$ cat src/scss_pkg.sv
// Package for the serial slave settings block: settings layout, codes,
// reset values and timing constants.
// Assumes a 25 MHz system clock and one slave on a shared two-wire line.
package scss_pkg;

  // ==========================================================================
  // Clock and timing
  // ==========================================================================
  localparam int unsigned CLK_HZ        = 25000000;
  localparam int unsigned MS_PER_S      = 1000;
  localparam int unsigned CYC_PER_MS    = CLK_HZ / MS_PER_S;
  localparam logic [6:0]  DELAY_MIN_MS  = 7'h05;
  localparam logic [6:0]  DELAY_MAX_MS  = 7'h41;

  // ==========================================================================
  // Settings ranges and values after reset
  // ==========================================================================
  localparam logic [5:0]  ADDR_MAX      = 6'h20;
  localparam logic [5:0]  ADDR_RESET    = 6'h1f;
  localparam logic [5:0]  ADDR_BCAST    = 6'h00;
  localparam logic [2:0]  RATE_RESET    = 3'h3;
  localparam logic [2:0]  RATE_MAX      = 3'h4;
  localparam logic [1:0]  PAR_RESET     = 2'h0;
  localparam logic [1:0]  PAR_MAX       = 2'h2;
  localparam logic [1:0]  ACT_RESET     = 2'h3;
  localparam logic        TMO_RESET     = 1'b1;
  localparam logic        DRV_RESET     = 1'b1;
  localparam logic [2:0]  FSRC_RESET    = 3'h1;
  localparam logic [2:0]  FSRC_MAX      = 3'h4;
  localparam logic [1:0]  RSRC_RESET    = 2'h1;
  localparam logic [15:0] UNIT_RESET    = 16'h0000;
  localparam logic [15:0] UNIT_PCT      = 16'h0001;
  localparam logic [15:0] UNIT_RPM_MAX  = 16'h0027;
  localparam logic [15:0] UNIT_MAX      = 16'h9c3f;

  // ==========================================================================
  // Error status bit positions
  // ==========================================================================
  localparam int unsigned ERR_CRC       = 0;
  localparam int unsigned ERR_LEN       = 1;
  localparam int unsigned ERR_PAR       = 3;
  localparam int unsigned ERR_OVR       = 4;
  localparam int unsigned ERR_FRM       = 5;
  localparam int unsigned ERR_TMO       = 6;
  localparam logic [7:0]  ERR_USED_MASK = 8'h7b;

  // Number of multi-function contact inputs.
  localparam int unsigned MF_N          = 5;

  // Selector encodings.
  typedef enum logic [2:0] {
    SCSS_FSRC_KEYPAD, SCSS_FSRC_ANALOG, SCSS_FSRC_SERIAL,
    SCSS_FSRC_OPTION, SCSS_FSRC_PULSE
  } scss_fsrc_t;

  typedef enum logic [1:0] {
    SCSS_RSRC_KEYPAD, SCSS_RSRC_TERMINAL, SCSS_RSRC_SERIAL, SCSS_RSRC_OPTION
  } scss_rsrc_t;

  typedef enum logic [1:0] {
    SCSS_ACT_RAMP, SCSS_ACT_COAST, SCSS_ACT_ESTOP, SCSS_ACT_RUN
  } scss_act_t;

  typedef enum logic [1:0] {
    SCSS_UNIT_HZ, SCSS_UNIT_PCT, SCSS_UNIT_RPM, SCSS_UNIT_USER
  } scss_unit_t;

  // One settings write as it arrives from the parameter path.
  typedef struct packed {
    logic [5:0]  node_address_setting;
    logic [2:0]  line_rate_setting;
    logic [1:0]  parity_setting;
    logic [1:0]  comm_fault_action;
    logic        timeout_detect_setting;
    logic [6:0]  reply_delay_setting;
    logic        driver_enable_control;
    logic [2:0]  frequency_source_select;
    logic [1:0]  run_source_select;
    logic [15:0] frequency_unit_select;
  } scss_cfg_t;

  // Fault reports from the character receiver, one-cycle pulses.
  typedef struct packed {
    logic crc;
    logic len;
    logic par;
    logic ovr;
    logic frm;
    logic tmo;
  } scss_fault_t;

  // One reply byte in flight.
  typedef struct packed {
    logic [7:0] data;
    logic       last;
  } scss_word_t;

endpackage : scss_pkg

$ cat src/scss_buf2.sv
// Two-entry buffer with valid and ready on both sides.
// Assumes a single clock; the drain side may stall at any time.
`timescale 1ns/1ns
`default_nettype none
module scss_buf2
  import scss_pkg::*;
(
  input  wire logic       clk_sys_i,
  input  wire logic       sys_rst_i,
  input  wire scss_word_t in_data_i,
  input  wire logic       in_valid_i,
  output logic            in_ready_o,
  output scss_word_t      out_data_o,
  output logic            out_valid_o,
  input  wire logic       out_ready_i
);

  // ==========================================================================
  // Storage
  // ==========================================================================
  scss_word_t mem_reg [2];
  scss_word_t mem_next [2];
  logic       rd_reg, rd_next, wr_reg, wr_next;
  logic [1:0] cnt_reg, cnt_next;
  logic       push, pop;

  // Handshakes; full and empty come straight from the count.
  assign in_ready_o  = (cnt_reg != 2'h2);
  assign out_valid_o = (cnt_reg != 2'h0);
  assign out_data_o  = mem_reg[rd_reg];
  assign push        = in_valid_i && in_ready_o;
  assign pop         = out_valid_o && out_ready_i;

  // Next pointers, count and storage.
  always_comb begin
    mem_next = mem_reg;
    wr_next  = wr_reg ^ push;
    rd_next  = rd_reg ^ pop;
    cnt_next = cnt_reg + {1'b0, push} - {1'b0, pop};
    if (push) begin
      mem_next[wr_reg] = in_data_i;
    end
  end

  // Registers only.
  always_ff @(posedge clk_sys_i or posedge sys_rst_i) begin
    if (sys_rst_i) begin
      mem_reg[0] <= '0;
      mem_reg[1] <= '0;
      rd_reg     <= 1'b0;
      wr_reg     <= 1'b0;
      cnt_reg    <= 2'h0;
    end else begin
      mem_reg <= mem_next;
      rd_reg  <= rd_next;
      wr_reg  <= wr_next;
      cnt_reg <= cnt_next;
    end
  end

endmodule : scss_buf2
`default_nettype wire

$ cat src/scss_settings.sv
// Settings and status logic for the drive's serial slave port.
// Assumes a character receiver that reports faults and message ends, and a
// transmitter that drains reply bytes; the line pins sit outside.
// Functional notes
// [RULE_01] Frequency reference from keypad, analog, serial, option or pulse.
// [RULE_02] Run command from keypad, terminals, serial link or option card.
// [RULE_03] Node address holds 0 to 20 hex, reset value 1F hex.
// [RULE_04] Node address zero suppresses every response.
// [RULE_05] Line rate selector 0..4 gives 1200 to 19200 bit/s, default 3.
// [RULE_06] Parity selector: 0 none, 1 even, 2 odd; default none.
// [RULE_07] Comm error action: ramp, coast, emergency stop or keep running.
// [RULE_08] Timeout counts as comm error only when detection is enabled.
// [RULE_09] Reply waits 5 to 65 ms after a message is received.
// [RULE_10] Driver enable only while sending when set, else always on.
// [RULE_11] Error byte flags CRC, length, parity, overrun, framing, timeout.
// [RULE_12] Serial access works whatever the reference and run sources are.
// [RULE_13] Each multi-function command ORs serial bit with contact terminal.
// [RULE_14] Units setting picks Hz, percent, r/min or user display scaling.
// [RULE_15] Master starts each exchange; addressed slave executes then answers.
// [RULE_16] Address zero messages are broadcast and never answered.
// [RULE_17] Error bits stay set until their cause is cleared.
`timescale 1ns/1ns
`default_nettype none
module scss_settings
  import scss_pkg::*;
(
  input  wire logic             clk_sys_i,
  input  wire logic             sys_rst_i,
  input  wire scss_cfg_t        cfg_data_i,
  input  wire logic             cfg_write_i,
  output scss_cfg_t             cfg_o,
  output logic                  cfg_reject_o,
  input  wire scss_fault_t      fault_i,
  input  wire logic             fault_clear_i,
  output logic [7:0]            serial_error_flags_o,
  output logic                  comm_error_o,
  output scss_act_t             fault_stop_o,
  input  wire logic             msg_done_i,
  input  wire logic [5:0]       msg_addr_i,
  output logic                  msg_execute_o,
  input  wire scss_word_t       reply_data_i,
  input  wire logic             reply_valid_i,
  output logic                  reply_ready_o,
  output scss_word_t            tx_data_o,
  output logic                  tx_valid_o,
  input  wire logic             tx_ready_i,
  input  wire logic             tx_busy_i,
  output logic                  driver_enable_o,
  input  wire logic [MF_N-1:0]  mf_serial_i,
  input  wire logic [MF_N-1:0]  multi_function_input_pins_i,
  output logic [MF_N-1:0]       mf_command_o,
  output scss_fsrc_t            freq_source_o,
  output scss_rsrc_t            run_source_o,
  output logic                  serial_freq_active_o,
  output logic                  serial_run_active_o,
  output logic [15:0]           bit_rate_o,
  output logic                  parity_enable_o,
  output logic                  parity_odd_o,
  output scss_unit_t            unit_mode_o
);

  // ==========================================================================
  // Decoding helpers
  // ==========================================================================
  // Bit rate in hundreds of bit/s for a selector value.
  function automatic logic [15:0] rate_of(input logic [2:0] sel);
    case (sel)
      3'h0:    rate_of = 16'h000c;
      3'h1:    rate_of = 16'h0018;
      3'h2:    rate_of = 16'h0030;
      3'h3:    rate_of = 16'h0060;
      3'h4:    rate_of = 16'h00c0;
      default: rate_of = 16'h0060;
    endcase
  endfunction : rate_of

  // A settings word is legal only when every field is in range.
  function automatic logic cfg_ok(input scss_cfg_t c);
    cfg_ok = (c.node_address_setting <= ADDR_MAX)
          && (c.line_rate_setting <= RATE_MAX)
          && (c.parity_setting <= PAR_MAX)
          && (c.reply_delay_setting >= DELAY_MIN_MS)
          && (c.reply_delay_setting <= DELAY_MAX_MS)
          && (c.frequency_source_select <= FSRC_MAX)
          && (c.frequency_unit_select <= UNIT_MAX);
  endfunction : cfg_ok

  // ==========================================================================
  // Settings store
  // ==========================================================================
  scss_cfg_t cfg_reg, cfg_next;
  logic      rej_reg, rej_next;
  logic [MF_N-1:0] pin1_reg, pin1_next, pin2_reg, pin2_next;

  // Out-of-range writes are refused whole and flagged for one cycle.
  always_comb begin
    cfg_next = cfg_reg;
    rej_next = 1'b0;
    pin1_next = multi_function_input_pins_i; // Pins pass two flip-flops.
    pin2_next = pin1_reg;
    if (cfg_write_i) begin
      if (cfg_ok(cfg_data_i)) begin
        cfg_next = cfg_data_i; // [RULE_03]
      end else begin
        rej_next = 1'b1;
      end
    end
  end

  // Reset gives the factory settings.
  always_ff @(posedge clk_sys_i or posedge sys_rst_i) begin
    if (sys_rst_i) begin
      cfg_reg.node_address_setting    <= ADDR_RESET; // [RULE_03]
      cfg_reg.line_rate_setting       <= RATE_RESET; // [RULE_05]
      cfg_reg.parity_setting          <= PAR_RESET; // [RULE_06]
      cfg_reg.comm_fault_action       <= ACT_RESET;
      cfg_reg.timeout_detect_setting  <= TMO_RESET; // [RULE_08]
      cfg_reg.reply_delay_setting     <= DELAY_MIN_MS; // [RULE_09]
      cfg_reg.driver_enable_control   <= DRV_RESET;
      cfg_reg.frequency_source_select <= FSRC_RESET;
      cfg_reg.run_source_select       <= RSRC_RESET;
      cfg_reg.frequency_unit_select   <= UNIT_RESET;
      rej_reg                         <= 1'b0;
      pin1_reg                        <= '0;
      pin2_reg                        <= '0;
    end else begin
      cfg_reg <= cfg_next;
      rej_reg <= rej_next;
      pin1_reg <= pin1_next;
      pin2_reg <= pin2_next;
    end
  end

  assign cfg_o        = cfg_reg;
  assign cfg_reject_o = rej_reg;

  // Source, line and unit decoding for the rest of the drive.
  always_comb begin
    freq_source_o        = scss_fsrc_t'(cfg_reg.frequency_source_select); // [RULE_01]
    run_source_o         = scss_rsrc_t'(cfg_reg.run_source_select); // [RULE_02]
    serial_freq_active_o = (freq_source_o == SCSS_FSRC_SERIAL);
    serial_run_active_o  = (run_source_o == SCSS_RSRC_SERIAL);
    bit_rate_o           = rate_of(cfg_reg.line_rate_setting); // [RULE_05]
    parity_enable_o      = (cfg_reg.parity_setting != 2'h0); // [RULE_06]
    parity_odd_o         = (cfg_reg.parity_setting == 2'h2); // [RULE_06]
    if (cfg_reg.frequency_unit_select == UNIT_RESET) begin
      unit_mode_o = SCSS_UNIT_HZ; // [RULE_14]
    end else if (cfg_reg.frequency_unit_select == UNIT_PCT) begin
      unit_mode_o = SCSS_UNIT_PCT; // [RULE_14]
    end else if (cfg_reg.frequency_unit_select <= UNIT_RPM_MAX) begin
      unit_mode_o = SCSS_UNIT_RPM; // [RULE_14]
    end else begin
      unit_mode_o = SCSS_UNIT_USER; // [RULE_14]
    end
  end

  // Multi-function commands: serial bits act whatever the sources are.
  genvar g;
  generate
    for (g = 0; g < MF_N; g++) begin : g_mf // [RULE_12]
      assign mf_command_o[g] = mf_serial_i[g] | pin2_reg[g]; // [RULE_13]
    end
  endgenerate

  // ==========================================================================
  // Error status
  // ==========================================================================
  logic [7:0] err_reg, err_next;
  logic [7:0] err_set;

  // Sticky flags; a new fault wins over a clear in the same cycle.
  always_comb begin
    err_set          = 8'h00;
    err_set[ERR_CRC] = fault_i.crc; // [RULE_11]
    err_set[ERR_LEN] = fault_i.len;
    err_set[ERR_PAR] = fault_i.par;
    err_set[ERR_OVR] = fault_i.ovr;
    err_set[ERR_FRM] = fault_i.frm;
    err_set[ERR_TMO] = fault_i.tmo;
    err_next = fault_clear_i ? 8'h00 : err_reg; // [RULE_17]
    err_next = (err_next | err_set) & ERR_USED_MASK; // [RULE_11]
  end

  always_ff @(posedge clk_sys_i or posedge sys_rst_i) begin
    if (sys_rst_i) begin
      err_reg <= 8'h00;
    end else begin
      err_reg <= err_next;
    end
  end

  assign serial_error_flags_o = err_reg;
  // Timeout only counts when detection is on.
  assign comm_error_o = |(err_reg & ~(8'h01 << ERR_TMO))
                      | (err_reg[ERR_TMO] & cfg_reg.timeout_detect_setting); // [RULE_08]
  assign fault_stop_o = scss_act_t'(cfg_reg.comm_fault_action); // [RULE_07]

  // ==========================================================================
  // Reply sequencing
  // ==========================================================================
  typedef enum {ST_IDLE, ST_WAIT, ST_SEND} scss_state_t;
  scss_state_t st_reg, st_next;
  logic [14:0] cyc_reg, cyc_next;
  logic [6:0]  ms_reg, ms_next;
  logic        exe_reg, exe_next;
  logic        hold_reg, hold_next;
  logic        buf_in_ready;
  logic        gate;
  logic        buf_out_valid;

  // Only a message to our own nonzero address is executed and answered.
  always_comb begin
    st_next   = st_reg;
    cyc_next  = cyc_reg;
    ms_next   = ms_reg;
    exe_next  = 1'b0;
    hold_next = hold_reg;
    case (st_reg)
      ST_IDLE: begin
        if (msg_done_i && (msg_addr_i != ADDR_BCAST) // [RULE_16]
            && (cfg_reg.node_address_setting != ADDR_BCAST) // [RULE_04]
            && (msg_addr_i == cfg_reg.node_address_setting)) begin
          exe_next = 1'b1; // [RULE_15]
          st_next  = ST_WAIT;
          cyc_next = 15'h0000;
          ms_next  = 7'h00;
        end
      end
      ST_WAIT: begin
        if (cyc_reg == 15'(CYC_PER_MS - 1)) begin
          cyc_next = 15'h0000;
          ms_next  = ms_reg + 7'h01;
          if (ms_reg + 7'h01 >= cfg_reg.reply_delay_setting) begin
            st_next = ST_SEND; // [RULE_09]
          end
        end else begin
          cyc_next = cyc_reg + 15'h0001;
        end
      end
      ST_SEND: begin
        if (tx_valid_o && tx_ready_i && tx_data_o.last) begin
          hold_next = 1'b1;
        end
        if (hold_reg && !tx_busy_i && !tx_valid_o) begin
          hold_next = 1'b0;
          st_next   = ST_IDLE;
        end
      end
      default: st_next = ST_IDLE;
    endcase
  end

  always_ff @(posedge clk_sys_i or posedge sys_rst_i) begin
    if (sys_rst_i) begin
      st_reg   <= ST_IDLE;
      cyc_reg  <= 15'h0000;
      ms_reg   <= 7'h00;
      exe_reg  <= 1'b0;
      hold_reg <= 1'b0;
    end else begin
      st_reg   <= st_next;
      cyc_reg  <= cyc_next;
      ms_reg   <= ms_next;
      exe_reg  <= exe_next;
      hold_reg <= hold_next;
    end
  end

  assign msg_execute_o = exe_reg;

  // Reply bytes pass the buffer only once the wait has run out.
  assign gate          = (st_reg == ST_SEND) && !hold_reg;
  assign reply_ready_o = buf_in_ready;

  scss_buf2 u_buf (
    .clk_sys_i   (clk_sys_i),
    .sys_rst_i   (sys_rst_i),
    .in_data_i   (reply_data_i),
    .in_valid_i  (reply_valid_i),
    .in_ready_o  (buf_in_ready),
    .out_data_o  (tx_data_o),
    .out_valid_o (buf_out_valid),
    .out_ready_i (tx_ready_i && gate)
  );

  assign tx_valid_o = buf_out_valid && gate;

  // Driver enable follows sending, or stays on when control is off.
  assign driver_enable_o = !cfg_reg.driver_enable_control
                         || (st_reg == ST_SEND); // [RULE_10]

endmodule : scss_settings
`default_nettype wire

$ cat config.mk
export PLATFORM = sky130hd
export DESIGN_NAME = scss_settings
export DESIGN_NICKNAME = d
export VERILOG_FILES = /design/src/scss_pkg.sv /design/src/scss_buf2.sv /design/src/scss_settings.sv
export SDC_FILE = /design/constraint.sdc
export NUM_CORES = 1
export LEC_CHECK = 0
export BUFFER_PORTS_ARGS = -buffer_cell sky130_fd_sc_hd__buf_2
export CORE_MARGIN = 2
export CORE_UTILIZATION = 54
export DETAILED_ROUTE_END_ITERATION = 8
export PLACE_DENSITY = 0.93
export SYNTH_ARGS = -nofsm -noshare
export SYNTH_HDL_FRONTEND = slang
export SYNTH_SLANG_ARGS = --single-unit
$ cat constraint.sdc
create_clock -name clk_sys_i -period 7.7 [get_ports clk_sys_i]
set_clock_uncertainty 0.1 [all_clocks]
set_input_delay 2.31 -clock clk_sys_i [delete_from_list [all_inputs] [get_ports clk_sys_i]]
set_output_delay 2.31 -clock clk_sys_i [all_outputs]
set_load 0.005 [all_outputs]
# Word-level counts from Yosys, hierarchy flattened
# Index checks and enable logic that the tools add are counted.
# W data, S select, Z words.
[totals]
out_inout_bits = 100
input_bits = 82
register_bits = 138
word_cells = 138
[op_classes]
mux = 28
n_reduce_logical = 39
addsub = 4
n_eq_ne = 17
bitwise = 12
order_cmp = 12
[ops]
columns = ["op", "count"]
rows = [
  ["$mux W32", 4],
  ["$pmux W32 S3", 1],
  ["$mux W9", 4],
  ["$eq A32 B1 Y1 const B", 1],
  ["$eq A32 B2 Y1 const B", 1],
  ["$eq A32 B3 Y1 const B", 1],
  ["$logic_not A32 Y1", 1],
  ["$pmux W8 S4", 1],
  ["$mux W15", 2],
  ["$pmux W15 S2", 1],
  ["$mux W7", 3],
  ["$logic_and A1 B1 Y1", 19],
  ["$bwmux W18", 1],
  ["$eq A16 B1 Y1 const B", 1],
  ["$le A16 B16 Y1 const B", 1],
  ["$le A16 B6 Y1 const B", 1],
  ["$logic_not A16 Y1", 1],
  ["$add A15 B1 Y15 const B", 1],
  ["$eq A15 B15 Y1 const B", 1],
  ["$pmux W7 S2", 1],
  ["$reduce_bool A6 Y1", 2],
  ["$ne A2 B2 Y1 const B", 5],
  ["$demux W9 S1", 1],
  ["$reduce_bool A2 Y1", 4],
  ["other kinds (30)", 53],
]

# Longest topological paths before layout
[depth]
word_depth = 9
depth_mapped = 10
depth_no_buf = 10

# Cells and area by module
# A second synthesis with hierarchy kept.
[unflattened]
hier_cells = 462
hier_area_um2 = 5465.2
[modules_own_cells]
columns = ["mod", "cells_each", "area_per_inst_um2", "instances", "seq_area_each_um2"]
rows = [
  ["scss_settings", 394, 4352.9, 1, 2170.8],
  ["scss_buf2", 68, 1112.3, 1, 550.5],
]

# Worst setup path before layout
# Ideal clock, no wire load.
[synth_path]
path_type = "input port to output port"
start = "in mf_serial_i[0]"
end = "out mf_command_o[0]"
required_time_ns = 5.290
arrival_time_ns = 2.577
path_buffers = 0
cell_stages = 1
setup_slack_ns = 2.713
cell_sequence = "or2_2"
[synth_between]
elab_chain_len = 1
[synth_rtl]
columns = ["element", "line_no", "source"]
rows = [
  ["start, declared", "scss_settings.sv:49", "input wire logic [MF_N-1:0] mf_serial_i,"],
  ["$or A1 B1 Y1", "scss_settings.sv:161", "assign mf_command_o[g] = mf_serial_i[g] | pin2_reg[g];"],
  ["end, declared", "scss_settings.sv:51", "output logic [MF_N-1:0] mf_command_o,"],
]
# Every way passes these cells.

# Worst setup path after layout
[layout_path]
start = "in mf_serial_i[1]"
end = "out mf_command_o[1]"
# Same word-level chain as after synthesis.

==> summary.txt <==
Run status
  – Status: finished clean

Detailed routing
  – Routed len/inst: approximately 16 um
  – DR iter-0 viols: 263
  – ANT nets after route: 0
  – DR DRC count: 0
  – Routed via count: 3,955
  – Vias per inst: 5.60
  – Final wirelength: 11,600 um
  – DR pass1 iterations: 4

Timing
  – Pins Over Slew Limit: 0
  – Worst-Margin Slew: 1150 ps
  – Fin crit period: approximately 5200 ps
  – Tcrit/Tclk final: 67.8%
  – Hold Fails Final Rpt: 0
  – Worst rel slew slack: 23.1%
  – Setup TNS: 0 ps
  – Maximum clock frequency: 191 MHz
  – Fin worst setup slack: 2480 ps
  – # setup viols final: 0
  – RSZ-0062 raised after global routing: no

CTS
  – CTS buffer count: 9
  – CTS tree: built
  – Post-cts resize count: 0
  – Root buffer cell: clkbuf_8
  – Worst skew pair latency: 360 ps
  – H-Tree Level Count: 3
  – Max Buffers Root-to-Sink: 2
  – CTS Sinks: around 110
  – Post-CTS setup buffers: 0
  – Clock slew at reported path FFs: 110 ps
  – Post-CTS Hold Fix Bufs: 0

Power and ir drop
  – Combinational share of power: 30.4%
  – Internal: around 1200 uW
  – PD cells: roughly 290 mW/mm^2
  – Pleak: around 0.0030 uW
  – Max VDD drop: 0.211 mV
  – Psw: roughly 600 uW
  – Clock share of power: 18.5%
  – Switch share: between 30% and 40%
  – Part of the power in registers: 51.1%

Worst setup path
  – CP Class: input pin to output port
  – Startpoint Class: input pin
  – Reg-to-reg startpoint: cyc_reg[0]$_DFFE_PP0P_
  – CP peak stage delay: 270 ps
  – Reg2reg path depth: 5
  – Required @ worst endpoint: 5290 ps
  – Crit. Startpoint: mf_serial_i[1]
  – CP arrival: 2810 ps
  – Delay-heaviest family, CP: simple AND/OR/NAND/NOR gates
  – Slowest stage cell, crit path: or2_2
  – CP endpoint: mf_command_o[1]
  – Worst path cell trace: buf_2 -> or2_2 -> buf_2
  – CP endpoint kind: output port
  – Cell mode on critical path: buf_2
  – R2R setup slack: slightly above 5000 ps
  – Stages on worst setup path: 3
  – Worst R2R End: cyc_reg[8]$_DFFE_PP0P_
  – Buffers and inverters on the worst path: 2
  – Crit path max fanout: 1

Synth
  – Ys async rst share: 100%
  – Post-synth EDFFs: 0
  – Share of the synthesized area in the top cell type: 45.6%
  – Top cells by area, synth: dfrtp_1 (46%), mux2_1 (9.7%), dfstp_2 (7.7%)
  – Yosys reg bits: 108
  – Yosys cell types: 52
  – Mapped Area: ~0.0051 mm^2
  – Syn_area_per_cell: 11.9 um^2
  – Post-synthesis sequential area ratio: ~53%
  – Ys Warns: 0
  – Main flop type after synthesis: dfrtp_1
  – Mapped Cells: 431
  – Synth area leader: dfrtp_1

Global routing
  – GR Overflow Total: 0
  – Met2 Usage GRT: between 30% and 40%
  – First-pass GRT wire length: 18,600 um
  – Vias in the first global route: between 3k and 4k
  – Met1 Resource Use GR: 28.7%
  – Initial antenna violation count: 1
  – GRT Total Usage: 23.0%
  – Largest net degree at the start of global routing: 57
  – Top Usage Layer GRT: met2
  – Met3 GRT Util: 6.00%

Layout
  – Commonest non-fill, non-tap cell in the layout: buf_2
  – Share of cells above drive strength 1: between 30% and 40%
  – Most frequent cells in the layout: buf_2 (169), dfrtp_1 (93), mux2_1 (44)
  – Final nets: 685
  – Syn-to-layout area delta: 20.1%
  – Post-route cell area: 0.00613 mm^2
  – Largest register FFs: 36
  – Number of diodes: 0

Placed design
  – DP Area: 0.00595 mm^2
  – Dpl ws: roughly 2200 ps
  – GPL Wtd Cong: 0.821
  – HPWL Detailed: 8790 um
  – Buffers on Ports: 169

Floorplan
  – Die ar.: 0.0103 mm^2
  – CORE AREA: 0.00920 mm^2
  – Die Ht: 101 um
  – Initial Util: 55.5%
  – Die width: 101 um
  – Ports: 182
  – Row cnt: 35

Job
  – Max cap viols: 0

Min path
  – HP Class: flop to flop
==> synth_stat cells (3+ instances only) <==
master	count
and3_1	3
dfrtp_1	93
or2_2	6
o21ai_0	8
inv_1	16
nor4_1	6
xnor2_1	8
a41oi_1	3
buf_2	4
a21oi_1	8
clkbuf_1	11
nor3_1	5
nand2b_1	4
o21ai_1	15
a31oi_1	6
or4_1	3
nand4_1	6
mux2_2	27
or3_1	3
xor2_1	7
nand3_1	10
a22o_1	4
mux2_1	44
o31ai_1	9
nand2_1	22
dfstp_2	15
nor2_1	17
and2_1	3
nor2b_1	3
ha_1	13
a21o_1	8
buf_4	19
==> kinds of logic after synthesis <==
family | count (synthesis) | share of synthesized area (%)
muxes | 71 | 15.7
DFF | 108 | 53.3
buffers and inverters | 50 | 5.17
AOI/OAI and AO/OA | 72 | 9.31
adders and majority gates | 13 | 3.18
xor gates and xnor gates | 15 | 2.57
and+or+nand+nor | 101 | 10.8
other | 1 | 0.0734
==> worst reg2reg max path: cells and delay by family (launching register included) <==
| family | cells | cell delay (ps) |
|---|---|---|
| AOI/OAI and AO/OA | 2 | 810 |
| adders and majority gates | 1 | 190 |
| DFF | 1 | 400 |
| and+or+nand+nor | 2 | 920 |
==> power by group through the flow <==
stage | clock network (uW) | registers [uW] | logic, uW
finish | 328 | 905 | 539
global route | 354 | 927 | 602
CTS | 335 | 902 | 546
detailed placement | 0 | 911 | 544
global placement | 0 | 898 | 514
floorplan | 0 | 864 | 355
==> per-stage QoR <==
step / power (uW) / util (%) / cells / hold slack, ps
floorplan: 1220 / - / 442 / 231
global placement: 1410 / 64.7 / 690 / 234
detailed placement: 1450 / 64.7 / 690 / 237
CTS: 1780 / 66.7 / 706 / 263
global route: 1880 / 66.7 / 706 / 269
finish: 1770 / 66.7 / 706 / 258
==> how the worst min path moves through the flow <==
stage,startpoint,end,slack [ps],cells past startpoint
after floorplan,pin1_reg[0]$_DFF_PP0_,pin2_reg[0]$_DFF_PP0_,230,0
after global placement,pin1_reg[0]$_DFF_PP0_,pin2_reg[0]$_DFF_PP0_,230,0
after detailed placement,pin1_reg[1]$_DFF_PP0_,pin2_reg[1]$_DFF_PP0_,240,0
after CTS,pin1_reg[1]$_DFF_PP0_,pin2_reg[1]$_DFF_PP0_,260,0
after global routing,pin1_reg[2]$_DFF_PP0_,pin2_reg[2]$_DFF_PP0_,270,0
final,pin1_reg[1]$_DFF_PP0_,pin2_reg[1]$_DFF_PP0_,260,0
==> cell type report <==
class                      count  area, um^2
sequential                   108        2720
tap                          111         139
timing repair buffer         171         861
clock buffer                  10         128
fill                         704        3060
clock inverter                 6        57.6
multi-input combinational    284        2160
inverter                      16        62.6
==> layer usage <==
metal / vias to the layer above / routed length [um]
met5: - / 13
met4: 2 / 209
met3: 20 / 731
met2: 128 / 5960
met1: 1964 / 4730
li1: 1841 / -
Note: power is estimated with default switching activity, not from simulation.
